**src/hw/rupc_pkg.sv**
```systemverilog
// package: constants and types for the remote upgrade control block
//======================================================================
// Overview of operation
// - power-up image 0, pin still unsynchronised at boot; input register overrides
// - crc error or watchdog expiry loads other image
// - second error waits, or auto-restart reconfigures
// - config_done, config request, upgrade request start reconfiguration
// - upgrade request acts only while upgrade enabled
// - serial input sampled on upgrade clock in shift
// - serial output shows shift register while shifting
// - falling edge of restart input restarts watchdog
// - registers on upgrade clock, user mode, enabled only
// - update copies shift bits 38:0 into input register
// - capture loads shift register from state source
// - bits 40:39 pick capture source but are never loaded, so capture always takes current state
// - shift mode ignores capture control, shifts each edge
// - watchdog enabled by default, may be disabled
// - watchdog time-out setting defaults to 0xfff
// - encrypted-only option flags unencrypted image error
// - upgrade enabled by default in dual image mode
// - revert cause and failed image reported in status register, never reached by capture
// - shift puts serial input above old bits 38:1
// - input bit 12 enables override, bit 13 chooses
// - watchdog expiry indicates time-out, records, reverts
package rupc_pkg;
   localparam int          SR_W          = 41;
   localparam int          IR_W          = 39;
   localparam int          SEL_HI        = 40;
   localparam int          SEL_LO        = 39;
   localparam int          OVR_EN_BIT    = 12;
   localparam int          OVR_SEL_BIT   = 13;
   localparam int          WD_W          = 29;
   localparam int          WD_SET_W      = 12;
   localparam int          WD_SET_SHIFT  = 17;
   localparam logic [11:0] WD_SET_RST    = 12'hfff;   // upper bits of 0x1fffffff default
   localparam int          ST_MSM_LO     = 30;
   localparam int          ST_WDEN_BIT   = 29;
   localparam int          PV_SRC_LO     = 28;
   localparam int          PV_MSM_LO     = 22;
   localparam logic [31:0] ADDR_CTRL     = 32'h0000_0000;
   localparam logic [31:0] ADDR_STATUS   = 32'h0000_0004;
   localparam logic [31:0] ADDR_WDSET    = 32'h0000_0008;
   localparam int          CTRL_UPG_EN   = 0;
   localparam int          CTRL_WD_EN    = 1;
   localparam int          CTRL_AUTO     = 2;
   localparam int          CTRL_ENC_ONLY = 3;
   localparam int          CTRL_DUAL     = 4;
   localparam int          CTRL_USER     = 5;
   localparam logic [31:0] CTRL_RST      = 32'h0000_0013;
   localparam int          CLK_NS        = 4;
   localparam int          RESTART_MIN_NS = 250;
   localparam int          RESTART_MIN_CYC = (RESTART_MIN_NS + CLK_NS - 1) / CLK_NS;

   typedef enum logic [3:0] {
      RUPC_LOAD0     = 4'h2,
      RUPC_LOAD1_REV = 4'h3,
      RUPC_LOAD1     = 4'h4,
      RUPC_LOAD0_REV = 4'h5
   } rupc_msm_t;
endpackage : rupc_pkg

```
**src/hw/rupc_top.sv**
```systemverilog
// remote upgrade control: state tracking, watchdog, serial register pair, apb
//
// Added by the designer: the placing of the registers and the APB slave port.
`timescale 1ns/100ps
`default_nettype none
module rupc_top (
   input  wire logic        pclk,
   input  wire logic        presetn,
   input  wire logic        psel,
   input  wire logic        penable,
   input  wire logic        pwrite,
   input  wire logic [31:0] paddr,
   input  wire logic [31:0] pwdata,
   output logic             pready,
   output logic             pslverr,
   output logic      [31:0] prdata,
   input  wire logic        upgrade_clk,
   input  wire logic        upgrade_serial_in,
   output logic             upgrade_serial_out,
   input  wire logic        shift_not_load,
   input  wire logic        capture_not_update,
   input  wire logic        upgrade_reconfig_req_n,
   input  wire logic        watchdog_restart_n,
   input  wire logic        config_done_pin,
   input  wire logic        config_req_n,
   input  wire logic        image_select_pin,
   input  wire logic        crc_error,
   input  wire logic        image_unencrypted,
   input  wire logic        load_done,
   output logic             reconfig_start,
   output logic             config_error,
   output logic             timeout_pulse,
   output logic             image_sel
);
   import rupc_pkg::*;

   //===================================================================
   // input synchronisers
   logic [7:0] sa_q, sb_q;
   always_ff @(posedge pclk or negedge presetn) begin
      if (!presetn) begin
         sa_q <= 8'hff;
         sb_q <= 8'hff;
      end else begin
         sa_q <= {upgrade_clk, upgrade_serial_in, shift_not_load, capture_not_update,
                  upgrade_reconfig_req_n, watchdog_restart_n, config_done_pin, config_req_n};
         sb_q <= sa_q;
      end
   end
   logic uclk_s, sin_s, snl_s, cnu_s, ureq_s, wrst_s, cdone_s, creq_s;
   assign {uclk_s, sin_s, snl_s, cnu_s, ureq_s, wrst_s, cdone_s, creq_s} = sb_q;

   logic [3:0] sc_q, sd_q;
   always_ff @(posedge pclk or negedge presetn) begin
      if (!presetn) begin
         sc_q <= 4'h0;
         sd_q <= 4'h0;
      end else begin
         sc_q <= {image_select_pin, crc_error, image_unencrypted, load_done};
         sd_q <= sc_q;
      end
   end
   logic pin_sel_s, crc_s, unenc_s, done_s;
   assign {pin_sel_s, crc_s, unenc_s, done_s} = sd_q;

   logic [7:0] prev_q;
   logic [3:0] pd_q;
   always_ff @(posedge pclk or negedge presetn) begin
      if (!presetn) begin
         prev_q <= 8'hff;
         pd_q   <= 4'h0;
      end else begin
         prev_q <= {uclk_s, 1'b0, 1'b0, 1'b0, ureq_s, wrst_s, cdone_s, creq_s};
         pd_q   <= {1'b0, crc_s, 1'b0, done_s};
      end
   end
   logic uclk_rise, wrst_fall, ureq_fall, cdone_fall, creq_fall, crc_rise, done_rise;
   assign uclk_rise  = uclk_s & ~prev_q[7];
   assign ureq_fall  = ~ureq_s & prev_q[3];
   assign wrst_fall  = ~wrst_s & prev_q[2];
   assign cdone_fall = ~cdone_s & prev_q[1];
   assign creq_fall  = ~creq_s & prev_q[0];
   assign crc_rise   = crc_s & ~pd_q[2];
   assign done_rise  = done_s & ~pd_q[0];

   //===================================================================
   // apb registers
   logic [31:0]   ctrl_q;
   logic [11:0]   wdset_q;
   logic          apb_wr;
   assign pready  = 1'b1;
   assign apb_wr  = psel & penable & pwrite;
   always_ff @(posedge pclk or negedge presetn) begin
      if (!presetn) begin
         ctrl_q  <= CTRL_RST;
         wdset_q <= WD_SET_RST;
      end else if (apb_wr) begin
         if (paddr == ADDR_CTRL) ctrl_q <= {26'h0, pwdata[5:0]};
         if (paddr == ADDR_WDSET) wdset_q <= pwdata[11:0];
      end
   end
   logic upg_en, wd_en, auto_rst, enc_only, user_mode;
   assign upg_en    = ctrl_q[CTRL_UPG_EN] | ctrl_q[CTRL_DUAL];
   assign wd_en     = ctrl_q[CTRL_WD_EN];
   assign auto_rst  = ctrl_q[CTRL_AUTO];
   assign enc_only  = ctrl_q[CTRL_ENC_ONLY];
   assign user_mode = ctrl_q[CTRL_USER];

   //===================================================================
   // master state machine and revert tracking
   rupc_msm_t  msm_q;
   logic       boot_q, loading_q, err_wait_q, waiting_q;
   logic [3:0] cause_q, pmsm_q;
   logic [21:0] pv_rsv;
   logic [WD_W-1:0] wd_q;
   logic       wd_exp, err_ev, ext_trig, sel_next;
   logic [38:0] ir_q;
   assign pv_rsv   = 22'h0;
   assign wd_exp   = wd_en & user_mode & ~loading_q & (wd_q == '0);
   assign err_ev   = (crc_rise & loading_q) | wd_exp;
   assign ext_trig = cdone_fall | creq_fall | (ureq_fall & upg_en);
   // override only once input register bit 12 is set
   assign sel_next = ir_q[OVR_EN_BIT] ? ir_q[OVR_SEL_BIT] : pin_sel_s;

   always_ff @(posedge pclk or negedge presetn) begin
      if (!presetn) begin
         msm_q      <= RUPC_LOAD0;
         boot_q     <= 1'b1;
         loading_q  <= 1'b1;
         err_wait_q <= 1'b0;
         waiting_q  <= 1'b0;
         cause_q    <= 4'h0;
         pmsm_q     <= 4'h0;
      end else begin
         if (boot_q) begin
            boot_q <= 1'b0;
            msm_q  <= pin_sel_s ? RUPC_LOAD1 : RUPC_LOAD0;
         end else if (done_rise) begin
            loading_q <= 1'b0;
         end
         if (!boot_q && (err_ev || ext_trig)) begin
            // tie order: config request, crc, config_done, watchdog
            cause_q <= creq_fall ? 4'h8 : crc_rise ? 4'h4 : cdone_fall ? 4'h2
                     : wd_exp ? 4'h1 : 4'h0;
            pmsm_q  <= msm_q;
            if (ext_trig) begin
               loading_q  <= 1'b1;
               err_wait_q <= 1'b0;
               waiting_q  <= 1'b0;
               msm_q      <= sel_next ? RUPC_LOAD1 : RUPC_LOAD0;
            end else if (err_wait_q && !auto_rst) begin
               waiting_q <= 1'b1;
            end else begin
               loading_q  <= 1'b1;
               err_wait_q <= 1'b1;
               unique case (msm_q)
                  RUPC_LOAD0, RUPC_LOAD0_REV: msm_q <= RUPC_LOAD1_REV;
                  RUPC_LOAD1, RUPC_LOAD1_REV: msm_q <= RUPC_LOAD0_REV;
               endcase
            end
         end
      end
   end

   //===================================================================
   // watchdog
   always_ff @(posedge pclk or negedge presetn) begin
      if (!presetn) begin
         wd_q <= {WD_SET_RST, {WD_SET_SHIFT{1'b1}}};
      end else if (loading_q || wrst_fall || wd_exp) begin
         wd_q <= {wdset_q, {WD_SET_SHIFT{1'b1}}};
      end else if (wd_en && user_mode) begin
         wd_q <= wd_q - 1'b1;
      end
   end

   always_ff @(posedge pclk or negedge presetn) begin
      if (!presetn) begin
         reconfig_start <= 1'b0;
         timeout_pulse  <= 1'b0;
         config_error   <= 1'b0;
         image_sel      <= 1'b0;
      end else begin
         reconfig_start <= !boot_q && (ext_trig || (err_ev && !(err_wait_q && !auto_rst)));
         timeout_pulse  <= wd_exp;
         config_error   <= (enc_only & unenc_s & loading_q) | (config_error & ~done_rise);
         image_sel      <= (msm_q == RUPC_LOAD1) || (msm_q == RUPC_LOAD1_REV);
      end
   end

   //===================================================================
   // shift and input registers on upgrade clock edges
   logic [SR_W-1:0] sr_q;
   logic            ru_act;
   logic [38:0]     cur_st, prev_st;
   assign ru_act  = uclk_rise & user_mode & upg_en;
   assign cur_st  = {5'h0, msm_q, wd_en, wd_q};
   assign prev_st = {8'h0, cause_q, 2'b00, pmsm_q, pv_rsv[21:1]};
   always_ff @(posedge pclk or negedge presetn) begin
      if (!presetn) begin
         sr_q <= '0;
         ir_q <= '0;
      end else if (ru_act) begin
         if (snl_s) begin
            sr_q <= {sr_q[SR_W-1:IR_W], sin_s, sr_q[38:1]};
         end else if (!cnu_s) begin
            ir_q <= sr_q[38:0];
         end else begin
            unique case ({sr_q[SEL_HI], sr_q[SEL_LO]})
               2'b00: sr_q[38:0] <= cur_st;
               2'b01: sr_q[38:0] <= prev_st;
               2'b10: sr_q[38:0] <= prev_st;
               2'b11: sr_q[38:0] <= ir_q;
            endcase
         end
      end
   end
   assign upgrade_serial_out = sr_q[0];

   //===================================================================
   // register read back
   always_ff @(posedge pclk or negedge presetn) begin
      if (!presetn) begin
         prdata  <= 32'h0;
      end else if (psel && !penable && !pwrite) begin
         unique case (paddr)
            ADDR_CTRL:   prdata <= ctrl_q;
            ADDR_STATUS: prdata <= {msm_q, wd_en, waiting_q, cause_q, pmsm_q, sr_q[40:23]};
            ADDR_WDSET:  prdata <= {20'h0, wdset_q};
            default:     prdata <= 32'h0;
         endcase
      end
   end
   assign pslverr = psel & penable &
                    ~((paddr == ADDR_CTRL) | (paddr == ADDR_STATUS) | (paddr == ADDR_WDSET));

   //===================================================================
   // checks
   chk_wd_restart: assert property (@(posedge pclk) disable iff (!presetn)
      wrst_fall && !wd_exp |=> wd_q == {wdset_q, {WD_SET_SHIFT{1'b1}}})
      else $error("watchdog not restarted");
   chk_timeout_rec: assert property (@(posedge pclk) disable iff (!presetn)
      wd_exp && !boot_q && !ext_trig && !(err_wait_q && !auto_rst) |=> timeout_pulse && loading_q)
      else $error("timeout not recorded");
   chk_shift_dir: assert property (@(posedge pclk) disable iff (!presetn)
      ru_act && snl_s |=> sr_q[37:0] == $past(sr_q[38:1]))
      else $error("shift direction wrong");
   chk_update_ir: assert property (@(posedge pclk) disable iff (!presetn)
      ru_act && !snl_s && !cnu_s |=> ir_q == $past(sr_q[38:0]) && $stable(sr_q))
      else $error("update wrong");
   chk_ir_hold: assert property (@(posedge pclk) disable iff (!presetn)
      ru_act && (snl_s || cnu_s) |=> $stable(ir_q))
      else $error("input register changed");
   chk_req_gate: assert property (@(posedge pclk) disable iff (!presetn)
      ureq_fall && !upg_en && !cdone_fall && !creq_fall && !err_ev |=> !reconfig_start)
      else $error("request acted while disabled");
   chk_no_act: assert property (@(posedge pclk) disable iff (!presetn)
      !user_mode |=> $stable(ir_q))
      else $error("register moved outside user mode");
   chk_wait_err: assert property (@(posedge pclk) disable iff (!presetn)
      err_ev && err_wait_q && !auto_rst && !ext_trig && !boot_q |=> waiting_q && $stable(msm_q))
      else $error("second error not waiting");
   chk_enc_error: assert property (@(posedge pclk) disable iff (!presetn)
      enc_only && unenc_s && loading_q |=> config_error)
      else $error("unencrypted image not flagged");
   chk_image_override: assert property (@(posedge pclk) disable iff (!presetn)
      ext_trig && !boot_q |=> ((msm_q == RUPC_LOAD1) || (msm_q == RUPC_LOAD1_REV)) == $past(sel_next))
      else $error("image choice not taken");
   chk_capture_cur: assert property (@(posedge pclk) disable iff (!presetn)
      ru_act && !snl_s && cnu_s && !sr_q[SEL_HI] && !sr_q[SEL_LO] |=> sr_q[38:0] == $past(cur_st))
      else $error("current state not captured");
endmodule : rupc_top
`default_nettype wire

```
**config.mk**
```make
export PLATFORM = sky130hd
export DESIGN_NAME = rupc_top
export DESIGN_NICKNAME = d
export VERILOG_FILES = /design/src/hw/rupc_pkg.sv /design/src/hw/rupc_top.sv
export SDC_FILE = /design/constraint.sdc
export NUM_CORES = 1
export LEC_CHECK = 0
export BUFFER_PORTS_ARGS = -buffer_cell sky130_fd_sc_hd__buf_2
export CAP_MARGIN = 10
export CORE_MARGIN = 3
export CORE_UTILIZATION = 56
export CTS_CLUSTER_DIAMETER = 50
export DETAILED_ROUTE_END_ITERATION = 10
export PLACE_DENSITY = 0.79
export SKIP_CTS_REPAIR_TIMING = 1
export SLEW_MARGIN = 20
export SYNTH_ARGS = -nofsm -noshare
export SYNTH_HDL_FRONTEND = slang
export SYNTH_SLANG_ARGS = --single-unit
```
**constraint.sdc**
```tcl
create_clock -name pclk -period 2.9 [get_ports pclk]
set_clock_uncertainty 0.15 [all_clocks]
set_input_delay 0.145 -clock pclk [delete_from_list [all_inputs] [get_ports pclk]]
set_output_delay 0.145 -clock pclk [all_outputs]
set_load 0.01 [all_outputs]
```
-- Word-level counts from Yosys, hierarchy flattened
Cells that the tools add are included.
- flip-flop bits (word level): 186
- latch bits: 0
- memory bits (writable): 0
- bits in read-only memories: 0
- word-level logic and storage cells: 126
- memories: 0
- add/subtract/negate cells: 1
- multiply operators: 0
- div/mod/pow operators: 0
- magnitude comparators: 0
- equal/unequal tests: 7
- shift operators: 0
- muxes and demuxes: 26
- bitwise logic cells: 39
- reductions and logical operators: 30
- operators with widths (kind ; count):
    $pmux 32 s3 ; 1
    $mux 39 ; 2
    $mux 29 ; 2
    $eq 32x3->1 const B ; 1
    $eq 32x4->1 const B ; 1
    $logic_not 32->1 ; 1
    $logic_not 29->1 ; 1
    $sub 29x1->29 const B ; 1
    $and 1x1->1 ; 20
    $mux 4 ; 5
    $not 1->1 ; 12
    $mux 1 ; 11
    $reduce_and 2->1 ; 5
    $mux 3 ; 3
    $eq 4x2->1 const B ; 2
    $eq 4x3->1 const B ; 2
    $pmux 4 s2 ; 1
    $logic_and 1x1->1 ; 7
    $or 1x1->1 ; 7
    $reduce_bool 2->1 ; 3
    $logic_not 1->1 ; 5
    $logic_or 1x1->1 ; 5
    $reduce_or 2->1 ; 2
    $reduce_and 3->1 ; 1
    2 further kinds ; 2

-- Depth between registers and ports, before layout
- word-level depth: 7
- gate-level depth with buffers: 9
- gate-level depth less buffers: 7

-- Least setup slack after synthesis
OpenSTA, ideal clock, no wires.
- kind: reg2reg
- start point: register wd_q[0]
- end point: register pmsm_q[2]
- setup time: 0.125 ns
- arrival: 2.136 ns
- setup slack: 0.489 ns
- cell stages (with the launch flop): 9
- cell sequence: dfstp_2 > inv_1 > ha_1 > nor3b_1 > and4_4 > and4_1 > buf_6 > o31ai_4 > mux2_4
- cells in the longest elaborated chain, start to end: 5
- RTL lines (element ; line ; RTL):
    start: declaration ; rupc_top.sv:115 ; logic [WD_W-1:0] wd_q;
    start signal: assignment ; rupc_top.sv:169 ; wd_q <= {WD_SET_RST, {WD_SET_SHIFT{1'b1}}};
    start signal: assignment ; rupc_top.sv:171 ; wd_q <= {wdset_q, {WD_SET_SHIFT{1'b1}}};
    start signal: assignment ; rupc_top.sv:173 ; wd_q <= wd_q - 1'b1;
    $logic_not 29->1 ; rupc_top.sv:119 ; assign wd_exp = wd_en & user_mode & ~loading_q & (wd_q == '0);
    $and 1x1->1 ; rupc_top.sv:119 ;
    $or 1x1->1 ; rupc_top.sv:120 ; assign err_ev = (crc_rise & loading_q) | wd_exp;
    $logic_or 1x1->1 ; rupc_top.sv:141 ; if (!boot_q && (err_ev || ext_trig)) begin
    $logic_and 1x1->1 ; rupc_top.sv:141 ;
    end signal: assignment ; rupc_top.sv:145 ; pmsm_q <= msm_q;
    end: declaration ; rupc_top.sv:113 ; logic [3:0] cause_q, pmsm_q;
No other way between the ends.
A chain may end at the register's enable or synchronous reset.

-- Final worst setup path
- start point: register wd_q[0]
- end point: register pmsm_q[3]
The elaborated chain is that of the path after synthesis.

==> metrics.cfg <==
[outcome]
status = finished clean

[finish]
instances_no_fill = 972
drive_gt1_share_pct = 30.9
area_growth_pct = 19.6
num_antenna_cells = 0
fill_cells = 902
finalNetCount = 870
final_design_area_no_fill_um2 = 8900

[routing]
initialDrtViolationCount = 447
final_antenna_net_count = 0
drcViolationCount = 0
avgRoutedWirePerCell_um = 16.8
totalWireLength_mm = 16.4
vias_per_cell = 5.69
first_pass_iters = 6
vias = 5530

[place]
routabilityCongestion = 0.962
dpl.cell_count = 915
post_dp_cell_area_um2 = 8070
dp_slack_ns = 0.249
hpwl_mm = 11.5
port_buffers = 96

[power_and_ir_drop]
power_mw = 5.15
p_leak_nw = 3.94
p_clk_share_pct = 43.0
p_switching_mw = 1.29
ir_drop_mv = 0.529
seqPwrFrac_pct = 49.4
switching_share_pct = 25.0
power.density_nw_per_um2 = 579
combPwrFrac_pct = 7.6
p_int_mw = 3.87

[sta]
setup_slack_ns = 0.228
final_max_slew_viol_count = 0
clock.fmax_ghz = 0.374
maxSlewHeadroom_pct = 39.0
min_period_ns = 2.67
worstMarginPinSlew_ns = 0.911
setup-tns-final_ns = 0
rsz0062_at_grt = false
setup_violations = 0
hold_viol_final = 0
min_period_over_period_pct = 92.1

[grt]
grt_use_total_pct = 23.0
grt_pass1_wl_mm = 26.4
grt_pass1_vias = 5373
antenna_found_initial = 0
gr-total-overflow = 0
grt_max_degree = 95

[clock_tree]
cts_root_buffer = clkbuf_16
numCtsBuffers = 17
path_clk_slew_ns = 0.07
cts_sinks = 169
cts_tree = done
cts-htree-levels = 4
insertion_delay_ns = 0.43
ctsLongestPathBuffers = 2

[logic_synthesis]
netlist-cell-type-count = 60
syn_avg_cell_area_um2 = 11.1
synth-edff-count = 0
syn_area_um2 = 7440
async_flop_share_pct = 100
ys_seq_area_share_pct = 58.0
ys_ff_latch = 169
ys.flop_type = dfrtp_1
ys.warnings.count = 0
synthCells = 673

[die]
row_count = 41
num_io_pins = 120
start_util_pct = 58.0
die_h_um = 121
core_area_um2 = 12800
die_area_um2 = 14700
fp.dieW_um = 121

[worst_setup_path]
cp_max_fo = 10
crit_type = register to register
cp-start-kind = register
endpoint_kind = register
critPathRequiredTime_ns = 3.06
critical_path_arrival_ns = 2.84

[min_path]
hp-class = input pin to async pin

[flow_run]
cap_violations = 0

[flip-flops by register name, indices dropped and copies added (netlist names)]
| name | count |
|---|---|
| prdata | 30 |
| pmsm_q | 4 |
| config_error | 1 |
| msm_q | 4 |
| ctrl_q | 6 |
| ir_q | 2 |
| sr_q | 39 |
| cause_q | 4 |
| err_wait_q | 1 |
| sa_q | 8 |
| sd_q | 4 |
| pd_q | 2 |
| waiting_q | 1 |
| wdset_q | 12 |
| reconfig_start | 1 |
| timeout_pulse | 1 |
| wd_q | 29 |
| sb_q | 8 |
| image_sel | 1 |
| prev_q | 6 |
| sc_q | 4 |
| loading_q | 1 |
[layout make-up]
class / instances / area, µm² / area share, %
timing repair buffer: 130 / 817 / 9.18
multi-input combinational: 462 / 2950 / 33.1
tap: 172 / 215 / 2.42
clock buffer: 17 / 425 / 4.78
clock inverter: 15 / 158 / 1.77
sequential: 169 / 4310 / 48.5
inverter: 7 / 26.3 / 0.295
[routing by layer]
metal	up-vias	global-route usage [%]	wire [µm]
met3	38	4.62	834
met5	-	0	0
met2	188	37.2	7970
li1	2586	-	-
met1	2718	30.1	7130
met4	0	10.4	425
[through the flow]
stage | utilization (%) | hold slack (ns)
CTS | 67.5 | -0.544
global route | 69.4 | 0.0583
finish | 69.4 | 0.0245
detailed placement | 62.9 | -0.0845
global placement | 62.9 | -0.0828
floorplan | - | -0.301
[cells in the mapped netlist, drive strengths merged (3+ instances only)]
cell type,count,area share (%)
nand2,106,5.3
dfrtp,101,34
o21ai,72,4.8
dfstp,68,24
mux2i,42,5.6
nor2,33,1.7
a21oi,29,2.0
mux2,26,4.2
xnor2,24,2.8
clkbuf,23,1.2
nor4,18,1.8
nor3,15,1.2
buf,14,1.2
nand4,9,0.84
nor2b,8,0.67
a22o,7,0.82
inv,7,0.35
a22oi,6,0.61
and3,5,0.42
and4,4,0.50
nand2b,4,0.34
nor3b,4,0.54
or3,4,0.34
nand3,3,0.20
o31ai,3,0.49
or2,3,0.25
[cells in the final DEF, fill, tap and decap left out, types with 3 or more instances in the layout]
master,count
nor4_1,15
and3_1,5
or3_1,4
nand2_1,106
inv_6,6
conb_1,4
clkbuf_16,17
mux2_4,5
mux2i_1,42
o21ai_0,71
dfstp_2,68
a22oi_1,6
nand4_1,8
a22o_1,7
or2_2,3
a21oi_1,29
and4_1,3
dlygate4sd3_1,25
nand3_1,3
clkinv_4,3
buf_2,95
inv_8,3
nand2b_1,4
mux2_2,21
nor2b_1,8
xnor2_1,24
buf_4,8
nor4_2,3
inv_1,7
dfrtp_1,101
nor2_1,33
nor3_1,14
[cells by family after synthesis]
group / after synthesis / share of synthesized area, %
AOI/OAI and AO/OA: 135 / 10.7
xor gates and xnor gates: 26 / 3.06
adders and majority gates: 2 / 0.336
buffers and inverters: 44 / 2.67
DFF: 169 / 58.0
muxes: 68 / 9.84
other: 2 / 0.101
and+or+nand+nor: 227 / 15.3
[critical path: stages (launching register included)]
cell and delay [ns]:
dfstp_2 0.55, inv_1 0.07, ha_1 0.18, nor3b_1 0.14
and4_4 0.20, and4_1 0.33, o31ai_4 0.57, mux2_4 0.36
[path summary, 6_finish.rpt]
check                               startpoint                    end  slack (ns)  cells after the start
setup reg to reg           wd_q[0]$_DFFE_PN1P_  pmsm_q[3]$_DFFE_PN0P_        0.23                      7
min in group pclk                     paddr[2]  prdata[0]$_DFFE_PN0P_        0.03                      4
hold reg to reg              sc_q[3]$_DFF_PN0_      sd_q[3]$_DFF_PN0_        0.20                      0
hold / removal                         presetn   sr_q[24]$_DFFE_PN0P_        0.02                      2
setup / recovery           wd_q[0]$_DFFE_PN1P_  pmsm_q[3]$_DFFE_PN0P_        0.23                      7
max in group asynchronous              presetn      sa_q[1]$_DFF_PN1_        1.75                      3
[power by group through the flow]
stage                     logic, mW  clock network [mW]  registers (mW)
after detailed placement      0.363                   0            2.59
after global placement        0.346                   0            2.58
after floorplan               0.238                   0            2.54
after CTS                     0.368                2.25            2.55
final                         0.390                2.22            2.55
after global routing          0.430                2.35            2.56
Note: power is estimated with default switching activity, not from simulation.
